--- config.mk ---
export PLATFORM = sky130hd
export DESIGN_NAME = swc_sleep_wake_control
export DESIGN_NICKNAME = d
export VERILOG_FILES = /design/src/rtl/swc_pkg.sv /design/src/rtl/swc_sleep_wake_control.sv
export SDC_FILE = /design/constraint.sdc
export NUM_CORES = 1
export LEC_CHECK = 0
export ABC_AREA = 1
export BUFFER_PORTS_ARGS = -buffer_cell sky130_fd_sc_hd__buf_2
export CELL_PAD_IN_SITES_DETAIL_PLACEMENT = 1
export CELL_PAD_IN_SITES_GLOBAL_PLACEMENT = 1
export CORE_AREA = 3 3 111 113
export CTS_BUF_LIST = sky130_fd_sc_hd__clkbuf_8
export DETAILED_ROUTE_END_ITERATION = 10
export DIE_AREA = 0 0 114 116
export GPL_TIMING_DRIVEN = 0
export HOLD_SLACK_MARGIN = 0.12
export PLACE_DENSITY = 0.83
export SYNTH_ARGS = -nofsm -noshare
export SYNTH_HDL_FRONTEND = slang
export SYNTH_SLANG_ARGS = --single-unit
--- constraint.sdc ---
create_clock -name SYS_CLK -period 2.2 [get_ports SYS_CLK]
set_input_delay 0.55 -clock SYS_CLK [delete_from_list [all_inputs] [get_ports SYS_CLK]]
set_output_delay 0.55 -clock SYS_CLK [all_outputs]
set_load 0.005 [all_outputs]
--- src/rtl/swc_pkg.sv ---
// package for the sleep and wake controller: register map, field layout, reset values, timing.
// assumes a 40 MHz system clock that keeps running while the core oscillator driver is off.
`default_nettype none

package swc_pkg;

	// register byte offsets on the avalon slave
	localparam logic [3:0] REG_CTRL   = 4'h0;        // watchdog enable and prescaler control
	localparam logic [3:0] REG_STATUS = 4'h4;        // flags, state and wake cause
	localparam logic [3:0] REG_WDT    = 4'h8;        // live watchdog count

	// control register field positions
	localparam int CTRL_WDT_EN = 0;                  // watchdog enabled
	localparam int CTRL_PSA    = 1;                  // prescaler assigned to watchdog
	localparam int CTRL_PS_LO  = 2;                  // prescaler select, low bit
	localparam int CTRL_PS_HI  = 4;                  // prescaler select, high bit

	// status register field positions
	localparam int STAT_TO     = 0;                  // time_out_flag
	localparam int STAT_PD     = 1;                  // power_down_flag
	localparam int STAT_ST_LO  = 2;                  // fsm state, low bit
	localparam int STAT_ST_HI  = 3;                  // fsm state, high bit
	localparam int STAT_WK_LO  = 4;                  // last wake cause, low bit
	localparam int STAT_WK_HI  = 5;                  // last wake cause, high bit

	// reset values
	localparam logic [4:0]  CTRL_RESET = 5'h01;      // watchdog on, prescaler off, ratio 1:1
	localparam logic [31:0] READ_ZERO  = 32'h0000_0000;

	// wake cause encoding
	typedef enum logic [1:0] {
		WAKE_NONE = 2'h0,
		WAKE_MASTER_CLEAR_PIN = 2'h1,
		WAKE_WDT  = 2'h2,
		WAKE_INT  = 2'h3
	} swc_wake_t;

	// power state, gray along run, sleep, start-up, resume
	typedef enum logic [1:0] {
		ST_RUN    = 2'h0,
		ST_SLEEP  = 2'h1,
		ST_OSCUP  = 2'h3,
		ST_RESUME = 2'h2
	} swc_state_t;

	// oscillator start-up wait before the core may run again
	localparam int SYS_CLK_KHZ     = 40000;
	localparam int OSC_START_NS    = 1000;
	localparam int OSC_START_CYC   = (OSC_START_NS * SYS_CLK_KHZ + 999999) / 1000000;

	// watchdog defaults
	localparam int WDT_COUNT_W     = 8;              // watchdog counter width
	localparam int WDT_TERMINAL    = 255;            // count at which the watchdog times out
	localparam int PRESC_W         = 7;              // prescaler up to 1:128

endpackage : swc_pkg

`default_nettype wire

--- src/rtl/swc_sleep_wake_control.sv ---
// sleep entry and wake-up control of a small 8-bit core, with its watchdog and an avalon-mm slave.
// assumes core-side signals are on SYS_CLK, the watchdog rc tick and master clear come from pins.
//
// Decided for this implementation: the Avalon-MM slave port and the register addresses.
`default_nettype none

module swc_sleep_wake_control #(
	parameter int N_INT      = 4,                       // number of interrupt sources
	parameter int IO_W       = 6,                       // number of i/o pins
	parameter int OSC_CYC    = swc_pkg::OSC_START_CYC,  // oscillator settle count
	parameter int WDT_END    = swc_pkg::WDT_TERMINAL    // watchdog time-out count
) (
	// clock and reset
	input  wire logic                  SYS_CLK,
	input  wire logic                  ARST_N,
	// avalon-mm slave
	input  wire logic [3:0]            AVS_ADDRESS,
	input  wire logic                  AVS_READ,
	input  wire logic                  AVS_WRITE,
	input  wire logic [31:0]           AVS_WRITEDATA,
	output logic      [31:0]           AVS_READDATA,
	output logic                       AVS_WAITREQUEST,
	// core instruction events
	input  wire logic                  SLEEP_EXEC,
	input  wire logic                  WDT_CLEAR_EXEC,
	input  wire logic [13:0]           NEXT_WORD,
	// interrupt enables and flags
	input  wire logic [N_INT-1:0]      INT_ENABLE,
	input  wire logic [N_INT-1:0]      INT_FLAG,
	input  wire logic                  GLOBAL_INT_ENABLE,
	// pins from outside the clock domain
	input  wire logic                  MASTER_CLEAR_PIN_N,
	input  wire logic                  WDT_RC_TICK,
	// core i/o drive before the pads
	input  wire logic [IO_W-1:0]       IO_DRIVE_IN,
	input  wire logic [IO_W-1:0]       IO_OE_IN,
	// pad drive
	output logic      [IO_W-1:0]       IO_DRIVE,
	output logic      [IO_W-1:0]       IO_OE,
	// core control
	output logic                       OSC_DRIVE_EN,
	output logic                       CORE_CLK_EN,
	output logic                       CORE_RESET,
	output logic      [13:0]           PREFETCH_WORD,
	output logic                       RESUME_EXEC,
	output logic                       VECTOR_REQ,
	// status
	output logic                       POWER_DOWN_FLAG,
	output logic                       TIME_OUT_FLAG
);

	// synchronisers: 3 stages, filtered level follows once stages 2 and 3 agree
	logic [2:0] master_clear_pin_sync_ff;                // master clear pin stages
	logic [2:0] tick_sync_ff;                // watchdog rc tick stages
	logic       master_clear_pin_lvl_ff;                 // filtered pin level
	logic       tick_lvl_ff;                 // filtered tick level
	logic       tick_prev_ff;                // for edge detect

	// state
	swc_pkg::swc_state_t state_ff;           // power state
	swc_pkg::swc_state_t nxt_state;          // next power state
	swc_pkg::swc_wake_t  wake_ff;            // last wake cause
	swc_pkg::swc_wake_t  nxt_wake;           // cause chosen this cycle
	logic [15:0]         osc_cnt_ff;         // oscillator settle counter
	logic                gie_wake_ff;        // vector wanted after resume
	logic                vector_ff;          // vector request pulse

	// flags, registers, outputs
	logic                      pd_ff;            // power_down_flag
	logic                      to_ff;            // time_out_flag
	logic [4:0]                ctrl_ff;          // control register
	logic [14-1:0]             prefetch_ff;      // kept instruction
	logic [IO_W-1:0]           io_drv_ff;        // pad drive level
	logic [IO_W-1:0]           io_oe_ff;         // pad enable
	logic                      core_rst_ff;      // core reset
	logic [swc_pkg::PRESC_W-1:0]     presc_ff;   // watchdog prescaler
	logic [swc_pkg::WDT_COUNT_W-1:0] wdt_ff;     // watchdog count
	logic                      ack_ff;           // bus answer cycle
	logic [31:0]               rdata_ff;         // read data

	// state compare, shared by the state decoders
	function automatic logic state_is(input swc_pkg::swc_state_t cur, input swc_pkg::swc_state_t want);
		return (cur == want);
	endfunction : state_is

	// decoding
	wire logic master_clear_pin_active = ~master_clear_pin_lvl_ff;                            // pin held low
	wire logic rc_edge     = tick_lvl_ff & ~tick_prev_ff;             // one rc period
	wire logic wdt_en      = ctrl_ff[swc_pkg::CTRL_WDT_EN];
	wire logic psa         = ctrl_ff[swc_pkg::CTRL_PSA];
	wire logic [2:0] ps_sel = ctrl_ff[swc_pkg::CTRL_PS_HI:swc_pkg::CTRL_PS_LO];
	wire logic int_hit     = |(INT_ENABLE & INT_FLAG);                // global enable not used
	wire logic in_run      = state_is(state_ff, swc_pkg::ST_RUN);
	wire logic in_sleep    = state_is(state_ff, swc_pkg::ST_SLEEP);
	wire logic in_oscup    = state_is(state_ff, swc_pkg::ST_OSCUP);     // waiting for a stable clock
	wire logic in_resume   = state_is(state_ff, swc_pkg::ST_RESUME);    // kept word runs this cycle
	wire logic sleep_go    = in_run & SLEEP_EXEC & ~master_clear_pin_active;

	// prescaler terminal: ratio 1:2^ps_sel when assigned, else every rc edge
	wire logic [swc_pkg::PRESC_W-1:0] presc_mask = swc_pkg::PRESC_W'((8'h01 << ps_sel) - 8'h01);
	wire logic presc_done  = ~psa | ((presc_ff & presc_mask) == presc_mask);
	wire logic wdt_step    = wdt_en & rc_edge & presc_done;
	wire logic wdt_fire    = wdt_step & (wdt_ff == swc_pkg::WDT_COUNT_W'(WDT_END));
	wire logic wdt_wake    = in_sleep & wdt_fire;                     // asleep: wake only
	wire logic wdt_reset   = ~in_sleep & wdt_fire;                    // awake: reset
	wire logic wake_req    = (in_sleep & (master_clear_pin_active | int_hit)) | wdt_wake;
	wire logic osc_done    = (osc_cnt_ff == 16'(OSC_CYC - 1));
	wire logic wdt_clr     = WDT_CLEAR_EXEC | sleep_go | wake_req;

	// bus decode
	wire logic bus_req     = AVS_READ | AVS_WRITE;
	wire logic wr_take     = AVS_WRITE & ack_ff;
	wire logic hit_ctrl    = (AVS_ADDRESS == swc_pkg::REG_CTRL);
	wire logic hit_stat    = (AVS_ADDRESS == swc_pkg::REG_STATUS);
	wire logic hit_wdt     = (AVS_ADDRESS == swc_pkg::REG_WDT);

	// status word
	wire logic [31:0] stat_word = {26'h0, wake_ff, state_ff, pd_ff, to_ff};

	// read mux, unmapped reads zero
	wire logic [31:0] rd_mux =
		hit_ctrl ? {27'h0, ctrl_ff} :
		hit_stat ? stat_word :
		hit_wdt  ? {{(32 - swc_pkg::WDT_COUNT_W){1'b0}}, wdt_ff} :
		swc_pkg::READ_ZERO;

	// wake cause priority: master clear, watchdog, interrupt
	always_comb begin
		nxt_wake = wake_ff;
		if (wake_req) begin
			if (master_clear_pin_active) begin
				nxt_wake = swc_pkg::WAKE_MASTER_CLEAR_PIN;
			end else if (wdt_fire) begin
				nxt_wake = swc_pkg::WAKE_WDT;
			end else begin
				nxt_wake = swc_pkg::WAKE_INT;
			end
		end
	end

	// power state machine
	always_comb begin
		nxt_state = state_ff;
		case (state_ff)
			swc_pkg::ST_RUN: begin
				if (sleep_go) begin
					nxt_state = swc_pkg::ST_SLEEP;
				end
			end
			swc_pkg::ST_SLEEP: begin
				if (wake_req) begin
					nxt_state = swc_pkg::ST_OSCUP;         // restart oscillator
				end
			end
			swc_pkg::ST_OSCUP: begin
				if (osc_done) begin
					// master clear: straight to run under reset
					nxt_state = (wake_ff == swc_pkg::WAKE_MASTER_CLEAR_PIN) ? swc_pkg::ST_RUN : swc_pkg::ST_RESUME;
				end
			end
			swc_pkg::ST_RESUME: begin
				nxt_state = swc_pkg::ST_RUN;
			end
			default: begin
				nxt_state = swc_pkg::ST_RUN;
			end
		endcase
	end

	// pin synchronisers, first stage read only by the second
	always_ff @(posedge SYS_CLK or negedge ARST_N) begin
		if (!ARST_N) begin
			master_clear_pin_sync_ff <= 3'h7;
			tick_sync_ff <= 3'h0;
		end else begin
			master_clear_pin_sync_ff <= {master_clear_pin_sync_ff[1:0], MASTER_CLEAR_PIN_N};
			tick_sync_ff <= {tick_sync_ff[1:0], WDT_RC_TICK};
		end
	end

	// filtered levels and tick edge
	always_ff @(posedge SYS_CLK or negedge ARST_N) begin
		if (!ARST_N) begin
			master_clear_pin_lvl_ff  <= 1'b1;
			tick_lvl_ff  <= 1'b0;
			tick_prev_ff <= 1'b0;
		end else begin
			if (master_clear_pin_sync_ff[1] == master_clear_pin_sync_ff[2]) begin
				master_clear_pin_lvl_ff <= master_clear_pin_sync_ff[2];
			end
			if (tick_sync_ff[1] == tick_sync_ff[2]) begin
				tick_lvl_ff <= tick_sync_ff[2];
			end
			tick_prev_ff <= tick_lvl_ff;
		end
	end

	// state, cause and oscillator settle counter
	always_ff @(posedge SYS_CLK or negedge ARST_N) begin
		if (!ARST_N) begin
			state_ff   <= swc_pkg::ST_RUN;
			wake_ff    <= swc_pkg::WAKE_NONE;
			osc_cnt_ff <= 16'h0000;
		end else begin
			state_ff   <= nxt_state;
			wake_ff    <= nxt_wake;
			// count only while waiting for a stable clock
			osc_cnt_ff <= in_oscup ? osc_cnt_ff + 16'h0001 : 16'h0000;
		end
	end

	// watchdog prescaler and counter
	always_ff @(posedge SYS_CLK or negedge ARST_N) begin
		if (!ARST_N) begin
			presc_ff <= '0;
			wdt_ff   <= '0;
		end else if (wdt_clr | wdt_fire) begin
			presc_ff <= '0;                              // prescaler cleared too
			wdt_ff   <= '0;                              // keeps counting after
		end else if (wdt_en & rc_edge) begin
			presc_ff <= presc_done ? '0 : presc_ff + 1'b1;
			wdt_ff   <= presc_done ? wdt_ff + 1'b1 : wdt_ff;
		end
	end

	// status flags, power-on values both set
	always_ff @(posedge SYS_CLK or negedge ARST_N) begin
		if (!ARST_N) begin
			pd_ff <= 1'b1;
			to_ff <= 1'b1;
		end else begin
			if (sleep_go) begin
				pd_ff <= 1'b0;
				to_ff <= 1'b1;
			end
			if (wdt_fire) begin
				to_ff <= 1'b0;                           // also on awake time-out
			end
		end
	end

	// kept instruction, captured as sleep is taken
	always_ff @(posedge SYS_CLK or negedge ARST_N) begin
		if (!ARST_N) begin
			prefetch_ff <= 14'h0000;
		end else if (sleep_go) begin
			prefetch_ff <= NEXT_WORD;
		end
	end

	// pad drive: follows the core while running, frozen otherwise
	always_ff @(posedge SYS_CLK or negedge ARST_N) begin
		if (!ARST_N) begin
			io_drv_ff <= '0;
			io_oe_ff  <= '0;
		end else if (in_run & ~sleep_go) begin
			io_drv_ff <= IO_DRIVE_IN;
			io_oe_ff  <= IO_OE_IN;
		end                                              // hold high, low or off
	end

	// internal core reset: pin level or awake watchdog time-out
	always_ff @(posedge SYS_CLK or negedge ARST_N) begin
		if (!ARST_N) begin
			core_rst_ff <= 1'b1;
		end else begin
			core_rst_ff <= (master_clear_pin_active & ~in_sleep) | wdt_reset |
				(in_oscup && wake_ff == swc_pkg::WAKE_MASTER_CLEAR_PIN);
		end
	end

	// vector request two cycles after the resume pulse
	always_ff @(posedge SYS_CLK or negedge ARST_N) begin
		if (!ARST_N) begin
			gie_wake_ff <= 1'b0;
			vector_ff   <= 1'b0;
		end else begin
			if (in_resume) begin
				gie_wake_ff <= GLOBAL_INT_ENABLE & (wake_ff == swc_pkg::WAKE_INT);
			end else begin
				gie_wake_ff <= 1'b0;
			end
			vector_ff <= gie_wake_ff;                    // after the kept instruction
		end
	end

	// bus answer: one wait cycle, then the access completes
	always_ff @(posedge SYS_CLK or negedge ARST_N) begin
		if (!ARST_N) begin
			ack_ff   <= 1'b0;
			rdata_ff <= swc_pkg::READ_ZERO;
		end else begin
			ack_ff   <= bus_req & ~ack_ff;
			rdata_ff <= (AVS_READ & ~ack_ff) ? rd_mux : rdata_ff;
		end
	end

	// control register write
	always_ff @(posedge SYS_CLK or negedge ARST_N) begin
		if (!ARST_N) begin
			ctrl_ff <= swc_pkg::CTRL_RESET;
		end else if (wr_take & hit_ctrl) begin
			ctrl_ff <= AVS_WRITEDATA[4:0];
		end
	end

	// outputs
	assign AVS_WAITREQUEST = bus_req & ~ack_ff;
	assign AVS_READDATA    = rdata_ff;
	assign IO_DRIVE        = io_drv_ff;
	assign IO_OE           = io_oe_ff;
	assign OSC_DRIVE_EN    = ~in_sleep;
	assign CORE_CLK_EN     = in_run | in_resume;
	assign CORE_RESET      = core_rst_ff;
	assign PREFETCH_WORD   = prefetch_ff;
	assign RESUME_EXEC     = in_resume;
	assign VECTOR_REQ      = vector_ff;
	assign POWER_DOWN_FLAG = pd_ff;
	assign TIME_OUT_FLAG   = to_ff;

endmodule : swc_sleep_wake_control

`default_nettype wire

==> impl_metrics.tcl, run 1 <==
set metrics [dict create \
    outcome "finished, final reports clean" \
    synth_compound_area_share_pct 9.94 \
    crit_chain "inv_2 > o21ai_0 > nand2_1 > nand2_1 > o21bai_2 > buf_6 > inv_2 > o2111ai_2 > nand3_1 > nand2_1" \
    hold_ws_ns 0.159 \
    slowest_delay_ns 0.45 \
    io_pins 145 \
    endpoint_kind "flip-flop" \
    drc 0 \
    synth_edf_count 0 \
    place.detailed.hpwl_mm 8.92 \
    clk_latency_ns 0.37 \
    synthAdderAreaFrac_pct 1.32 \
    routed-via-count 3814 \
    wl_per_cell_um 15.0 \
    gp_congestion 0.834 \
    layout_commonest_cell "nand2_1" \
    max_freq_mhz 483 \
    io_buffer_count 93 \
    drv_cap 0 \
    ys_seq_elements 89 \
    tightestPinTransition_ns 0.547 \
    rsz0062_at_grt "no" \
    fin_ws_ns 0.131 \
    async_flop_share_pct 100 \
    ys_warn_count 0 \
    maxSlewHeadroom_pct 63.5 \
    synthSimpleGateAreaFrac_pct 25.2 \
    slowest_stage "dfrtp_1" \
    cts_root_buffer "clkbuf_8" \
    syn_area_sq_um 4340 \
    grt_pass1_vias 3976 \
    drv_slew 0 \
    clock_path_buffers 2 \
    clk_pin_slew_ns 0.09 \
    skew_ns 0.00918 \
    powerDensity_nw_per_um2 953 \
    fin_crit_sh_pct 94.0 \
    die_area_sq_um 13200 \
    cts_buffers 9 \
    synth-xor-area-share_pct 2.02 \
    p_leak_nw 2.72 \
    track_usage_pct 18.5 \
    antenna_cells 0 \
    htreeDepth 3 \
    crit_fanout 10 \
    coreArea_sq_um 11400 \
    grt_overflow 0 \
    antenna_found_initial 0 \
    grt_pass1_wl_mm 19.7 \
    peakVddDrop_uv 396 \
    antenna_left 0 \
    fp.dieH_um 116 \
    synthMuxAreaShare_pct 0.259 \
    final_cell_mix "133 x nand2_1, 92 x buf_2, 81 x dfrtp_1, 43 x inv_1, 40 x nor2_1" \
    ys.flop_type "dfrtp_1" \
    syn_avg_cell_area_sq_um 8.72 \
    stdcell_area_sq_um 5360 \
    placed_area_sq_um 5100 \
    hold_violations 0 \
    clkSinkCount 89 \
    syn2layout_area_growth_pct 23.4 \
    routed_wl_mm 11.7 \
    fillCellCount 1410 \
    crit_required_ns 2.45 \
    seq_area_sq_um 2240 \
    drive_gt1_share_pct 27.5 \
    final.min_clock_period_ns 2.07 \
    grt_max_degree 50 \
    setup_tns_ns 0 \
    hold_class "primary input to async pin" \
    multi_input_area_sq_um 1790 \
    placement_rows 39 \
    firstDrtPassIters 4 \
    synth-seq-area-share_pct 51.5 \
    synth_top_family_by_area "simple AND/OR/NAND/NOR gates" \
    synthDistinctLibCells 44 \
    viasPerCell 4.91 \
    num-nets-final 710 \
    setup_violations 0 \
    crit_type "flip-flop to flip-flop" \
    initial_core_util_pct 38.0 \
    syn_inst 498 \
    place_ws_ns 0.171 \
    dr.first_iter.drc_count 193 \
    cp.arrival_ns 2.31 \
    startpoint_type "flip-flop" \
    cp_common_cell "nand2_1" \
    cts_tree "done" \
    chipWidth_um 114 \
]
-- repair_timing --
action | 4_1_cts | 5_1_grt
resized for setup | 0 | 4
hold buffers | 0 | 0
endpoints found under the setup margin | 0 | 2
buffers inserted | 0 | 2
-- worst paths after layout --
check / from / to / slack, ns / cells past startpoint
hold / removal: ARST_N / ctrl_ff[4] / 0.16 / 1
max in group asynchronous: ARST_N / master_clear_pin_lvl_ff / 1.36 / 2
hold reg to reg: tick_sync_ff[0] / tick_sync_ff[1] / 0.36 / 0
setup reg to reg: ctrl_ff[2] / wdt_ff[2] / 0.13 / 10
setup / recovery: ctrl_ff[2] / wdt_ff[2] / 0.13 / 10
min in group SYS_CLK: MASTER_CLEAR_PIN_N / master_clear_pin_sync_ff[0] / 0.28 / 1
-- report_power, final --
part | internal (mW) | switching [mW] | total, mW
clock | 0.698 | 0.588 | 1.29
sequential | 2.00 | 0.258 | 2.26
combinational | 0.602 | 0.961 | 1.56
total | 3.30 | 1.81 | 5.11
-- registers in the layout, summed over array words and instances, names as in the netlist, 2 cells and up --
| register | count |
|---|---|
| master_clear_pin_sync_ff | 3 |
| tick_sync_ff | 3 |
| wake_ff | 2 |
| AVS_READDATA | 8 |
| IO_DRIVE | 6 |
| state_ff | 2 |
| PREFETCH_WORD | 14 |
| IO_OE | 6 |
| presc_ff | 7 |
| osc_cnt_ff | 16 |
| wdt_ff | 8 |
| ctrl_ff | 5 |
-- cell usage after synthesis, types with 3 or more instances --
cell / n / area share [%]
clkbuf_1: 4 / 0.35
buf_6: 3 / 0.78
o2111ai_1: 8 / 1.6
nand3_1: 30 / 3.5
nand4_1: 9 / 1.3
nand2_1: 133 / 11
o21ai_0: 17 / 2.0
buf_4: 25 / 4.3
dfrtp_1: 81 / 47
xor2_1: 5 / 1.0
inv_1: 43 / 3.7
a21oi_1: 20 / 2.3
o21ai_1: 4 / 0.46
nor2_4: 3 / 0.78
xnor2_1: 5 / 1.0
inv_2: 4 / 0.35
o22ai_1: 5 / 0.72
nor3_1: 13 / 1.5
dfstp_2: 8 / 4.8
nor2_1: 43 / 3.7
ha_1: 3 / 0.86
-- cell type report --
class                      instances  share of cell area (%)
clock inverter                     5                    1.45
tap                              143                    3.34
sequential                        89                    41.7
timing repair buffer              96                    9.48
multi-input combinational        351                    33.3
buffer                            34                    4.55
inverter                          47                    3.29
clock buffer                      11                    2.83
-- critical path, delay by kind of cell, from the launching register on --
| family | cells | cell delay, ns |
|---|---|---|
| AOI/OAI and AO/OA | 3 | 0.60 |
| DFF | 1 | 0.45 |
| and+or+nand+nor | 4 | 0.50 |
| buffers and inverters | 3 | 0.40 |
-- stage by stage --
step | instances | total power, mW | utilization (%)
after floorplan | 521 | 3.15 | -
after global placement | 757 | 3.76 | 44.4
after detailed placement | 758 | 3.86 | 44.7
after CTS | 774 | 5.16 | 46.7
after global routing | 776 | 5.48 | 46.9
final | 776 | 5.11 | 46.9
-- kinds of logic (layout without fill, tap and decap cells) --
family          count (synthesis)  in the layout
simple gates                  245            245
buf+inv                        81            193
compound gates                 66             66
other cells                     1             24
mux                             1              1
flops                          89             89
fa+ha+maj                       5              5
xor+xnor                       10             10
-- per-layer routing --
layer / part of all wire (%) / track usage [%] / wire length (um)
met5: 0 / 0 / 0
met4: 2.2 / 6.97 / 255
met3: 5.2 / 3.45 / 608
met2: 48 / 30.3 / 5570
met1: 45 / 24.7 / 5250
(Power assumes the default switching activity.)
==> inputs of run 2 (changes only) <==
- RECOVER_POWER: default -> 100
==> impl_metrics.tcl, run 2 (synthesis gave the netlist of run 1 again) <==
set metrics [dict create \
    antenna_cells 0 \
    antenna_left 0 \
    stdcell_area_sq_um 5300 \
    routed_wl_mm 11.7 \
    gp_congestion 0.834 \
    crit_path_start "state_ff[0]" \
    wl_per_cell_um 15.1 \
    crit_type "flip-flop to output pin" \
    cp_top_family "flip-flops" \
    firstDrtPassIters 6 \
    drv_slew 0 \
    drive_gt1_share_pct 23.2 \
    rr_worst_depth 10 \
    r2r-start "ctrl_ff[2]" \
    slowest_delay_ns 0.47 \
    coreArea_sq_um 11400 \
    rr_endpoint "wdt_ff[2]" \
    grt_pass1_wl_mm 19.7 \
    hold_class "primary input to flip-flop" \
    max_freq_mhz 484 \
    clkSinkCount 89 \
    final.min_clock_period_ns 2.06 \
    crit_chain "inv_1 > nor2_2 > inv_1 > clkbuf_2" \
    cp_common_cell "inv_1" \
    cts_root_buffer "clkbuf_8" \
    largest_reg_flops 16 \
    track_usage_pct 18.5 \
    drc 0 \
    slowest_stage "dfrtp_1" \
    startpoint_type "flip-flop" \
    powerDensity_nw_per_um2 957 \
    viasPerCell 4.93 \
    outcome "finished, final reports clean" \
    die_area_sq_um 13200 \
    peakVddDrop_uv 396 \
    initial_core_util_pct 38.0 \
    crit_fanout 7 \
    grt_overflow 0 \
    cp-endpoint "OSC_DRIVE_EN" \
    dp_cells 758 \
    htreeDepth 3 \
    syn2layout_area_growth_pct 21.9 \
    top_register "osc_cnt_ff" \
    tightestPinTransition_ns 1.01 \
    placement_rows 39 \
    place.detailed.hpwl_mm 8.92 \
    io_pins 145 \
    antenna_found_initial 0 \
    cp.arrival_ns 1.51 \
    hold_ws_ns 0.271 \
    fin_util_pct 46.4 \
    rsz0062_at_grt "no" \
    fp.dieH_um 116 \
    reg2reg_setup_slack_ns 0.15 \
    crit_required_ns 1.65 \
    skew_ns 0.00939 \
    clk_latency_ns 0.38 \
    io_buffer_count 93 \
    maxSlewHeadroom_pct 32.4 \
    hold_violations 0 \
    drv_cap 0 \
    dr.first_iter.drc_count 196 \
    chipWidth_um 114 \
    routed-via-count 3829 \
    placed_area_sq_um 5100 \
    endpoint_kind "output pin" \
    place_ws_ns 0.171 \
    cts_tree "done" \
    grt_max_degree 50 \
    grt_pass1_vias 3976 \
    clk_pin_slew_ns 0.08 \
    final_cell_mix "133 x nand2_1, 81 x dfrtp_1, 68 x buf_2, 44 x inv_1, 40 x nor2_1" \
    fin_crit_sh_pct 93.8 \
    crit_buf_inv 3 \
    layout_commonest_cell "nand2_1" \
    num-nets-final 710 \
    fillCellCount 1422 \
    fin_ws_ns 0.136 \
    layout.cells.non_filler 776 \
    cp.depth 4 \
    p_leak_nw 2.63 \
    clock_path_buffers 2 \
    setup_violations 0 \
    cts_buffers 9 \
]
[run 2: changes by cell type in the layout (fill, tap and decap cells not counted), sizes merged]
cell / change
clkbuf: +28
buf: -28
[run 2: metal layers]
layer | vias up | global-route usage [%] | routed length [um]
met5 | - | 0 | 0
met4 | 0 | 6.97 | 228
met3 | 17 | 3.45 | 586
met2 | 100 | 30.3 | 5620
met1 | 1868 | 24.7 | 5280
li1 | 1844 | - | -
[run 2: worst min path at each step]
stage / start / cells past startpoint / to
after floorplan: ARST_N / 0 / AVS_READDATA[0]
after global placement: tick_sync_ff[0] / 0 / tick_sync_ff[1]
after detailed placement: tick_sync_ff[0] / 0 / tick_sync_ff[1]
after CTS: ARST_N / 1 / ctrl_ff[3]
after global routing: MASTER_CLEAR_PIN_N / 1 / master_clear_pin_sync_ff[0]
final: MASTER_CLEAR_PIN_N / 1 / master_clear_pin_sync_ff[0]
[run 2: area by class of cell]
type,instances,area (sq um),share of cell area [%]
Buffer,34,244,4.61
Clock buffer,11,151,2.86
Clock inverter,5,77.6,1.47
Inverter,47,176,3.33
Multi-Input combinational cell,351,1770,33.5
Sequential cell,89,2240,42.2
Tap cell,143,179,3.38
Timing Repair Buffer,96,457,8.62
[run 2: worst register-to-register path: stages (launching register included)]
cell and delay, ns:
dfrtp_1 0.45, inv_2 0.07, o21ai_0 0.20, nand2_1 0.12
nand2_1 0.10, o21bai_2 0.08, buf_6 0.16, inv_2 0.16
o2111ai_2 0.31, nand3_1 0.20, nand2_1 0.08
[run 2: power by group]
| part | switching, mW | internal [mW] |
|---|---|---|
| clock network | 0.593 | 0.698 |
| registers | 0.261 | 2.00 |
| logic | 0.956 | 0.559 |
[run 2: repair_timing]
action	CTS	global route
gates resized for setup	0	4
hold buffers	0	0
setup endpoints to repair	0	2
buffers inserted	0	2
[run 2: through the flow]
| stage | TNS (ns) | total power [mW] |
|---|---|---|
| after detailed placement | 0 | 3.86 |
| after CTS | 0 | 5.16 |
| after global placement | -18.87 | 3.76 |
| after floorplan | 0 | 3.15 |
| final | 0 | 5.07 |
| after global routing | 0 | 5.43 |
==> inputs of run 3 (changes only) <==
- CORE_AREA: 3 3 111 113 -> 3 3 116 118
- DIE_AREA: 0 0 114 116 -> 0 0 119 121
- PLACE_DENSITY: 0.83 -> 0.77
==> impl_metrics.tcl, run 3 (synthesis gave the netlist of run 1 again) <==
set metrics [dict create \
    outcome "finished, final reports clean" \
    final.min_clock_period_ns 2.07 \
    clock_path_buffers 2 \
    crit_chain "nand2_1 > nor2_4 > nand3_1 > nor3_1 > a21boi_2 > buf_4 > nand4_1 > o21ai_0" \
    grt_max_degree 62 \
    syn2layout_area_growth_pct 21.6 \
    place.detailed.hpwl_mm 8.84 \
    fin_crit_sh_pct 93.9 \
    dp_cells 787 \
    clkSinkCount 89 \
    cp.depth 8 \
    final_cell_mix "133 x nand2_1, 80 x dfrtp_1, 64 x buf_2, 46 x inv_1, 42 x nor2_1" \
    io_buffer_count 93 \
    antenna_cells 0 \
    cp.arrival_ns 2.31 \
    cts_buffers 9 \
    fp.dieH_um 121 \
    crit_fanout 10 \
    tightestPinTransition_ns 0.710 \
    viasPerCell 4.72 \
    crit_buf_inv 1 \
    grt_pass1_wl_mm 19.1 \
    endpoint_kind "flip-flop" \
    num-nets-final 709 \
    firstDrtPassIters 4 \
    drive_gt1_share_pct 21.4 \
    drv_slew 0 \
    peakVddDrop_uv 458 \
    track_usage_pct 16.3 \
    wl_per_cell_um 14.1 \
    dr.first_iter.drc_count 114 \
    largest_reg_flops 16 \
    rr_worst_depth 8 \
    skew_ns 0.0128 \
    maxSlewHeadroom_pct 52.7 \
    antenna_left 0 \
    slowest_stage "dfstp_2" \
    die_area_sq_um 14400 \
    rsz0062_at_grt "no" \
    layout_commonest_cell "nand2_1" \
    setup_violations 0 \
    top_register "osc_cnt_ff" \
    crit_required_ns 2.45 \
    post-cts-setup-buffer-count 0 \
    gp_congestion 0.798 \
    startpoint_type "flip-flop" \
    cts_root_buffer "clkbuf_8" \
    clk_latency_ns 0.37 \
    grt_pass1_vias 3995 \
    crit_path_start "ctrl_ff[0]" \
    p_leak_nw 2.59 \
    coreArea_sq_um 12600 \
    grt_overflow 0 \
    routed-via-count 3796 \
    routed_wl_mm 11.3 \
    stdcell_area_sq_um 5280 \
    io_pins 145 \
    clk_pin_slew_ns 0.09 \
    hold_violations 0 \
    holdPathStages 1 \
    fin_util_pct 42.0 \
    htreeDepth 3 \
    powerDensity_nw_per_um2 914 \
    cts_tree "done" \
    drv_cap 0 \
    placed_area_sq_um 5140 \
    initial_core_util_pct 34.6 \
    hold_start "WDT_RC_TICK" \
    max_freq_mhz 484 \
    r2r-start "ctrl_ff[0]" \
    chipWidth_um 119 \
    layout.cells.non_filler 804 \
    antenna_found_initial 0 \
    slowest_delay_ns 0.57 \
    report.power.total_mw 4.83 \
    placement_rows 41 \
    drc 0 \
    crit_type "flip-flop to flip-flop" \
    cp_top_family "simple AND/OR/NAND/NOR gates" \
    hold_class "primary input to flip-flop" \
]
run 3: cell types whose count changed in the layout (fill, tap and decap cells not counted), sizes merged:
cell	previous run	this run
inv	47	49
clkinv	2	1
bufinv	2	0
clkbuf	44	47
buf	97	93
dlygate4sd3	0	1
run 3: final cells by class:
class | count | area (sq um)
fill | 1616 | 7290
clock buffer | 12 | 165
buffer | 34 | 244
multi-input combinational | 351 | 1770
inverter | 47 | 176
timing repair buffer | 95 | 452
clock inverter | 4 | 20.0
sequential | 89 | 2240
tap | 172 | 215
run 3: power breakdown:
| part | internal (mW) | switching (mW) | total, mW | leakage, nW |
|---|---|---|---|---|
| Sequential | 2.00 | 0.249 | 2.25 | 1.13 |
| Combinational | 0.544 | 0.957 | 1.50 | 1.36 |
| Clock | 0.494 | 0.581 | 1.08 | 0.101 |
| Total | 3.04 | 1.79 | 4.83 | 2.59 |
run 3: worst paths after layout:
path                                               endpoint  slack (ns)
worst max-delay path                            presc_ff[6]        0.13
worst min-delay path                        tick_sync_ff[0]        0.29
worst max register to register                  presc_ff[6]        0.13
worst min register to register                   VECTOR_REQ        0.36
max in group asynchronous       master_clear_pin_sync_ff[0]        0.44
min in group asynchronous                   AVS_READDATA[7]        0.76
run 3: metal layers:
layer,track usage [%],vias to the layer above,part of all wire [%]
met2,28.0,86,50
met4,6.59,0,1.9
met3,2.98,14,4.1
met5,0,-,0
li1,-,1846,-
met1,20.2,1850,44
run 3: stage by stage:
stage,hold slack [ns],worst slack (ns),setup TNS (ns)
floorplan,0.254,0.509,0
global placement,0.338,-0.275,-21.61
detailed placement,0.340,0.0476,0
CTS,0.264,0.0541,0
global route,0.267,0.00456,0
finish,0.290,0.134,0
run 3: timing repair:
| item | CTS | global route |
|---|---|---|
| hold buffers | 1 | 0 |
| hold endpoints to repair | 25 | 0 |
| gates resized for setup | 0 | 2 |
| setup endpoints to repair | 0 | 2 |
